### config.mk
export PLATFORM = sky130hd
export DESIGN_NAME = dma_repeat_engine
export DESIGN_NICKNAME = d
export VERILOG_FILES = /design/src/dma_rpt_pkg.sv /design/src/dma_bus_if.sv /design/src/dma_bus_port.sv /design/src/dma_repeat_engine.sv
export VERILOG_INCLUDE_DIRS = /design/src /design/src/src
export SDC_FILE = /design/constraint.sdc
export NUM_CORES = 2
export LEC_CHECK = 0
export BUFFER_PORTS_ARGS = -buffer_cell sky130_fd_sc_hd__buf_2
export CAP_MARGIN = 20
export CORE_MARGIN = 8
export CORE_UTILIZATION = 40
export DETAILED_ROUTE_END_ITERATION = 16
export PLACE_DENSITY_LB_ADDON = 0.12
export SETUP_SLACK_MARGIN = 0.3
export SYNTH_ARGS = -nofsm -noshare
export SYNTH_HDL_FRONTEND = slang
export SYNTH_SLANG_ARGS = --single-unit
### constraint.sdc
create_clock -name SYS_CLK -period 42.6 [get_ports SYS_CLK]
set_input_delay 8.52 -clock SYS_CLK [delete_from_list [all_inputs] [get_ports SYS_CLK]]
set_output_delay 8.52 -clock SYS_CLK [all_outputs]
set_load 0.05 [all_outputs]
### src/dma_rpt_defines.svh
/*
  pointer strides, field encodings and reset values for the repeat-transfer dma engine.
  assumes nothing; definitions only.
*/
`ifndef DMA_RPT_DEFINES_SVH
`define DMA_RPT_DEFINES_SVH
// unit size encodings
`define SIZE_BYTE 2'h0
`define SIZE_HALF 2'h1
`define SIZE_WORD 2'h2
// pointer strides per unit size
`define STRIDE_BYTE 32'h00000001
`define STRIDE_HALF 32'h00000002
`define STRIDE_WORD 32'h00000004
// reset values
`define COUNT_RESET 32'h00000000
`define PTR_RESET   32'h00000000
// working count value whose decrement triggers reload
`define COUNT_LAST  32'h00000001
`endif

### src/dma_rpt_pkg.sv
/*
  types shared by the dma engine and its bus port interface.
  assumes dma_rpt_defines.svh for the numeric encodings.
*/
package dma_rpt_pkg;
  // transfer engine states, one-hot
  typedef enum logic [3:0] {
    ST_IDLE  = 4'b0001,
    ST_READ  = 4'b0010,
    ST_WRITE = 4'b0100,
    ST_DONE  = 4'b1000
  } xfer_state_t;
  typedef logic [1:0] unit_size_t;
endpackage

### src/dma_bus_if.sv
/*
  carrier between the channel engine and the bus port: one stolen cycle per beat.
  assumes a single clock domain.
*/
`timescale 1ns/1ps
interface dma_bus_if;
  logic        req;    // engine wants one bus cycle
  logic        we;     // write when high
  logic [31:0] addr;   // byte address
  logic [31:0] wdata;  // write data
  logic [1:0]  size;   // unit size
  logic        done;   // cycle finished
  logic [31:0] rdata;  // read data on done
  modport engine (output req, we, addr, wdata, size, input done, rdata);
  modport port   (input req, we, addr, wdata, size, output done, rdata);
endinterface

### src/dma_bus_port.sv
/*
  bus port: turns each engine beat into one stolen memory cycle granted by the cpu arbiter.
  assumes the arbiter grants single cycles and memory answers with ack.
*/
`timescale 1ns/1ps
module dma_bus_port
  import dma_rpt_pkg::*;
(
  // clock and reset
  input  wire logic        clk,
  input  wire logic        rst,
  // engine side
  dma_bus_if.port          eng,
  // memory bus side
  output logic             mem_req,
  output logic             mem_we,
  output logic [31:0]      mem_addr,
  output logic [31:0]      mem_wdata,
  output logic [1:0]       mem_size,
  input  wire logic        mem_grant,
  input  wire logic        mem_ack,
  input  wire logic [31:0] mem_rdata
);
  logic        busy_reg;   // a granted cycle is in flight
  logic [31:0] rdata_reg;  // captured read data
  wire         take = eng.req & ~busy_reg & mem_grant;
  // memory may answer in the grant cycle itself, so the beat ends on either case
  wire         done_now = (busy_reg | take) & mem_ack;

  // request only between grants: one cycle is stolen, then the bus returns to the cpu
  assign mem_req   = eng.req & ~busy_reg;
  assign mem_we    = eng.we;
  assign mem_addr  = eng.addr;
  assign mem_wdata = eng.wdata;
  assign mem_size  = eng.size;
  assign eng.done  = done_now;
  assign eng.rdata = done_now ? mem_rdata : rdata_reg;

  // track the single stolen cycle
  always_ff @(posedge clk or posedge rst) begin
    if (rst) begin
      busy_reg  <= 1'b0;
      rdata_reg <= 32'h00000000;
    end else begin
      // stay busy only when the grant came without its answer
      if (take & ~mem_ack) busy_reg <= 1'b1;
      else if (mem_ack) busy_reg <= 1'b0;
      if (done_now) rdata_reg <= mem_rdata;
    end
  end
endmodule // dma_bus_port

### src/dma_repeat_engine.sv
/*
  four channel repeat-transfer dma engine with cycle-stealing bus access.
  assumes channel setup arrives on plain ports and the cpu arbiter grants single cycles.
*/
`timescale 1ns/1ps
`include "dma_rpt_defines.svh"
module dma_repeat_engine
  import dma_rpt_pkg::*;
#(
  parameter int NCH = 4
)(
  // clock and reset
  input  wire logic              SYS_CLK,
  input  wire logic              RST,
  // channel setup, per channel
  input  wire logic [NCH-1:0]    CH_ENABLE,
  input  wire logic [NCH-1:0]    CH_REPEAT,
  input  wire logic [NCH-1:0]    CH_SRC_INC,
  input  wire logic [NCH-1:0]    CH_DST_INC,
  input  wire logic [NCH-1:0]    CH_PIN_TRIG,
  input  wire logic [NCH*2-1:0]  CH_SIZE,
  // software write of working and reload values
  input  wire logic              CFG_WRITE,
  input  wire logic [1:0]        CFG_CHAN,
  input  wire logic [31:0]       CFG_COUNT,
  input  wire logic [31:0]       CFG_SRC,
  input  wire logic [31:0]       CFG_DST,
  // request sources
  input  wire logic [NCH-1:0]    EXT_REQ_N,
  input  wire logic [NCH-1:0]    SW_REQ,
  // status
  output logic [NCH*32-1:0]      WORK_COUNT,
  output logic [NCH*32-1:0]      SRC_PTR,
  output logic [NCH*32-1:0]      DST_PTR,
  output logic [NCH-1:0]         CH_STOPPED,
  output logic                   XFER_BUSY,
  // memory bus
  output logic                   MEM_REQ,
  output logic                   MEM_WE,
  output logic [31:0]            MEM_ADDR,
  output logic [31:0]            MEM_WDATA,
  output logic [1:0]             MEM_SIZE,
  input  wire logic              MEM_GRANT,
  input  wire logic              MEM_ACK,
  input  wire logic [31:0]       MEM_RDATA
);
  ////////////////////////////////////////////////////////////////////////////////
  // per-channel storage
  logic [31:0] working_transfer_count      [NCH];
  logic [31:0] transfer_count_reload       [NCH];
  logic [31:0] current_source_pointer      [NCH];
  logic [31:0] source_pointer_reload       [NCH];
  logic [31:0] current_destination_pointer [NCH];
  logic [31:0] destination_pointer_reload  [NCH];
  logic [NCH-1:0] pend_reg;     // latched requests awaiting service
  logic [NCH-1:0] pin_reg;      // previous pin level
  logic [NCH-1:0] stop_reg;     // one-shot channel finished
  xfer_state_t    state_reg;    // transfer sequencer
  logic [1:0]     chan_reg;     // channel in service
  logic [31:0]    data_reg;     // unit held between read and write

  dma_bus_if bus ();

  // stride from unit size; words use four for byte addressing
  function automatic logic [31:0] stride(input logic [1:0] sz);
    if (sz == `SIZE_HALF) return `STRIDE_HALF;
    else if (sz == `SIZE_WORD) return `STRIDE_WORD;
    else return `STRIDE_BYTE;
  endfunction

  ////////////////////////////////////////////////////////////////////////////////
  // request decode
  wire [NCH-1:0] pin_fall = pin_reg & ~EXT_REQ_N & CH_PIN_TRIG;
  wire [NCH-1:0] new_req  = (pin_fall | (SW_REQ & ~CH_PIN_TRIG)) & CH_ENABLE;
  wire [NCH-1:0] live     = pend_reg & ~stop_reg;
  // fixed priority, channel 0 first
  wire [1:0] pick = live[0] ? 2'h0 : live[1] ? 2'h1 : live[2] ? 2'h2 : 2'h3;
  wire       start = (state_reg == ST_IDLE) & (|live);
  wire [1:0] sz    = CH_SIZE[chan_reg*2 +: 2];
  wire       last  = working_transfer_count[chan_reg] == `COUNT_LAST;
  wire       fin   = state_reg == ST_DONE;

  // one read beat then one write beat, each its own stolen cycle
  assign bus.req   = (state_reg == ST_READ) | (state_reg == ST_WRITE);
  assign bus.we    = state_reg == ST_WRITE;
  assign bus.addr  = bus.we ? current_destination_pointer[chan_reg]
                            : current_source_pointer[chan_reg];
  assign bus.wdata = data_reg;
  assign bus.size  = sz;

  dma_bus_port u_port (
    .clk       (SYS_CLK),
    .rst       (RST),
    .eng       (bus),
    .mem_req   (MEM_REQ),
    .mem_we    (MEM_WE),
    .mem_addr  (MEM_ADDR),
    .mem_wdata (MEM_WDATA),
    .mem_size  (MEM_SIZE),
    .mem_grant (MEM_GRANT),
    .mem_ack   (MEM_ACK),
    .mem_rdata (MEM_RDATA)
  );

  ////////////////////////////////////////////////////////////////////////////////
  // sequencer
  always_ff @(posedge SYS_CLK or posedge RST) begin
    if (RST) begin
      state_reg <= ST_IDLE;
      chan_reg  <= 2'h0;
      data_reg  <= 32'h00000000;
    end else begin
      case (state_reg)
        ST_IDLE: begin
          if (start) begin
            chan_reg  <= pick;
            state_reg <= ST_READ;
          end
        end
        ST_READ: begin
          if (bus.done) begin
            data_reg  <= bus.rdata;
            state_reg <= ST_WRITE;
          end
        end
        ST_WRITE: begin
          if (bus.done) state_reg <= ST_DONE;
        end
        default: state_reg <= ST_IDLE;
      endcase
    end
  end

  ////////////////////////////////////////////////////////////////////////////////
  // request latch: a new request wins over the clear of the one just served
  always_ff @(posedge SYS_CLK or posedge RST) begin
    if (RST) begin
      pend_reg <= '0;
      pin_reg  <= '1;
    end else begin
      pin_reg  <= EXT_REQ_N;
      pend_reg <= (pend_reg & ~(start ? (NCH'(1) << pick) : '0)) | new_req;
    end
  end

  ////////////////////////////////////////////////////////////////////////////////
  // counts and pointers, updated once per completed unit
  always_ff @(posedge SYS_CLK or posedge RST) begin
    if (RST) begin
      stop_reg <= '0;
      for (int i = 0; i < NCH; i++) begin
        working_transfer_count[i]      <= `COUNT_RESET;
        transfer_count_reload[i]       <= `COUNT_RESET;
        current_source_pointer[i]      <= `PTR_RESET;
        source_pointer_reload[i]       <= `PTR_RESET;
        current_destination_pointer[i] <= `PTR_RESET;
        destination_pointer_reload[i]  <= `PTR_RESET;
      end
    end else begin
      if (fin) begin
        if (last & CH_REPEAT[chan_reg]) begin
          // reload all three in the same step
          working_transfer_count[chan_reg]      <= transfer_count_reload[chan_reg];
          current_source_pointer[chan_reg]      <= source_pointer_reload[chan_reg];
          current_destination_pointer[chan_reg] <= destination_pointer_reload[chan_reg];
        end else begin
          working_transfer_count[chan_reg] <= working_transfer_count[chan_reg] - 32'h00000001;
          if (CH_SRC_INC[chan_reg])
            current_source_pointer[chan_reg] <= current_source_pointer[chan_reg] + stride(sz);
          // fixed destination holds its value
          if (CH_DST_INC[chan_reg])
            current_destination_pointer[chan_reg] <= current_destination_pointer[chan_reg] + stride(sz);
          if (last) stop_reg[chan_reg] <= 1'b1;  // single-shot end
        end
      end
      // software write loads working and reload copies, restarts a stopped channel; ignored when that channel finishes a unit in the same cycle
      if (CFG_WRITE & ~(fin & (chan_reg == CFG_CHAN))) begin
        working_transfer_count[CFG_CHAN]      <= CFG_COUNT;
        transfer_count_reload[CFG_CHAN]       <= CFG_COUNT;
        current_source_pointer[CFG_CHAN]      <= CFG_SRC;
        source_pointer_reload[CFG_CHAN]       <= CFG_SRC;
        current_destination_pointer[CFG_CHAN] <= CFG_DST;
        destination_pointer_reload[CFG_CHAN]  <= CFG_DST;
        stop_reg[CFG_CHAN]                    <= 1'b0;
      end
    end
  end

  ////////////////////////////////////////////////////////////////////////////////
  // status out
  always_comb begin
    for (int i = 0; i < NCH; i++) begin
      WORK_COUNT[i*32 +: 32] = working_transfer_count[i];
      SRC_PTR[i*32 +: 32]    = current_source_pointer[i];
      DST_PTR[i*32 +: 32]    = current_destination_pointer[i];
    end
  end
  assign CH_STOPPED = stop_reg;
  assign XFER_BUSY  = state_reg != ST_IDLE;
endmodule // dma_repeat_engine

==> run metrics <==
Synth Cell Area 0.0434 sq mm; Setup TNS 0 ns; Commonest cells post-synth 1,618 x nand2_1, 814 x dfrtp_1, 262 x o21ai_0; total CTS buffers 97; Seq/Total Area, Yosys 47.3%; Max Cap Violations 0; cell internal pwr 1.84 mW; Combinational Power Share 42.9%; DRC 0; DRT antenna net count 0; initial antenna violation count 35; main area contributors after synthesis dfrtp_1 47%, nand2_1 14%, mux4_2 5.3%; Post-CTS Setup Bufs 0; Sink Count 819; First DRT Iteration DRCs 5,219; Switch Pwr 1.51 mW; status complete, no violations; Worst Hold Slack 0.469 ns; Worst setup startpoint CH_SIZE[6]; relative slew slack 17.1%; count of final setup violators 0; max incr delay on CP 0.51 ns; switching share of power 45.1%; Area growth syn-to-layout 17.2%; post-DP HPWL 140,000 um; remaining global-route overflow 0; Post-Syn Nets 5,060; Register Area 0.0205 sq mm; area taken by multi-input logic gates 0.0211 sq mm; GPL Wtd Cong 0.948; Finished Layout Cells 6,848; TritonRoute pass-1 iters 9; CTS clk-pin slew, worst paths 0.05 ns; crit-path cells buf_2, mux4_2, buf_2; I/O pins 628; CP Capture Type output port; Mapped Avg Cell Area 8.89 sq um; share of layout cells above drive strength 1 20.9%; HP Start transfer_count_reload[94]$_DFFE_PP0P_; Clk pwr share 25.8%; Filler cells 10,578; EDFF count, synth 0; GRT Util Overall 34.8%; Worst-Skew Late Latency 0.70 ns; pin count of the biggest net entering global routing 171; Post-Place Worst Slack 24.72 ns; CP max-delay cell mux4_2; final wirelength 215,000 um; most common cell in the synthesized netlist nand2_1; Die ar. 0.119 sq mm; VDD IR-drop max 0.0326 mV; CTS tree done; CP Class input port to output port; R2R Path Start chan_reg[0]$_DFFE_PP0P_; CTS resizes 0; cell count after synthesis 4,879; share of the synthesized area in the top cell type 47.0%; Most common cell on crit path buf_2; worst slew pin tran 1.24 ns; Via Count 42,746; WL/cell 31.4 um; H-tree Lvls 3; crit start category input port; IO Port Bufs 627; FMAX 55.9 MHz; min cycle time layout 17.88 ns; Crit path arrival time 9.36 ns; CP Data Required Time 34.08 ns; CTS Hold Bufs 0; Main synth FF type dfrtp_1; Root Driver clkbuf_16; Initial Util 40.1%; Final Skew 0.0350 ns; Synth area leader dfrtp_1; clk buf depth 3; Seq pwr share 31.4%; vias in the first global route 41,820; # placed instances 6,652; Pleak 23.5 nW; Yosys cell types 105; first-pass GRT wire length 308,000 um; period utilization 42.0%; nets 5,518; core area 0.108 sq mm; worst-path fanout max 4; Cell Pwr Density 65.9 mW/mm^2; Synth Warn # 0; fin. max-slew vios 0; RSZ-0062 raised after global routing no; Die Ht 345 um; Worst Slack Setup Final 24.72 ns; Die Span X 345 um; Worst Hold Class flop to flop; Final Hold Fails 0; DR vias/cell 6.24; # rows 121; Post-synth ARST share 100%; #FFs+latches synth 819
-- worst max-delay path: cells and delay by family --
kind / cells / cell delay, ns
multiplexers: 1 / 0.51
buffers and inverters: 2 / 0.33
-- cell usage in the layout (no fill, tap or decap), types with 23 or more instances in the layout --
cell type,count
a211oi_1,36
a21oi_1,227
a222oi_1,24
a31oi_1,40
and3_1,56
buf_2,627
buf_4,103
clkbuf_1,29
clkbuf_16,101
clkbuf_8,23
dfrtp_1,812
inv_1,31
mux2_2,35
mux2i_1,63
mux4_2,103
nand2_1,1607
nand3_1,93
nor2_1,241
nor3_1,130
o211ai_1,31
o21ai_0,262
o21ai_1,38
o221ai_1,75
o22ai_1,93
xnor2_1,52
xor2_1,42
-- worst paths after layout --
kind,end,slack (ns),depth (start not counted)
max in group asynchronous,destination_pointer_reload[5]$_DFFE_PP0P_,31.54,5
max,MEM_SIZE[0],24.72,3
min in group asynchronous,WORK_COUNT[115]$_DFF_PP0_,7.97,2
min,transfer_count_reload[94]$_DFFE_PP0P_,0.47,2
min reg2reg,transfer_count_reload[94]$_DFFE_PP0P_,0.47,2
max reg2reg,DST_PTR[104]$_DFF_PP0_,35.40,12
-- layout make-up --
cell class	instances	area share, %
tap	1414	3.48
antenna	21	0.103
sequential	819	40.3
clock buffer	153	5.81
clock inverter	22	0.527
multi-input combinational	3650	41.6
timing repair buffer	736	7.93
inverter	33	0.258
-- per-stage QoR --
| step | area [sq um] | power [mW] | utilization, % |
|---|---|---|---|
| floorplan | 43400 | 2.02 | - |
| global placement | 47600 | 2.47 | 44.0 |
| detailed placement | 47600 | 2.48 | 44.0 |
| CTS | 50800 | 3.34 | 46.9 |
| global route | 50800 | 3.47 | 46.9 |
| finish | 50900 | 3.35 | 47.0 |
-- cells by family after synthesis --
group                      Yosys count  share of synthesized area, %
adders and majority gates           10                         0.288
DFF                                819                          47.3
buffers and inverters              410                          4.49
AOI/OAI and AO/OA                 1013                          15.0
muxes                              219                          8.78
xor gates and xnor gates            94                          1.90
and+or+nand+nor                   2314                          22.2
-- power by group through the flow --
stage / Sequential (mW) / Combinational [mW] / Clock (mW)
6_report: 1.05 / 1.44 / 0.864
4_1_cts: 1.05 / 1.42 / 0.872
5_1_grt: 1.07 / 1.51 / 0.900
3_3_place_gp: 1.06 / 1.41 / 0
2_1_floorplan: 1.31 / 0.710 / 0
3_5_place_dp: 1.06 / 1.42 / 0
-- routing by layer --
layer  up-vias  global-route usage (%)  wire, um
met5         -                       0       136
met1     21273                    42.9     79400
met3       660                    10.6     24500
li1      18072                       -         -
met2      2721                    54.0     96100
met4        20                    20.0     14700
Note: power is estimated with default switching activity, not from simulation.
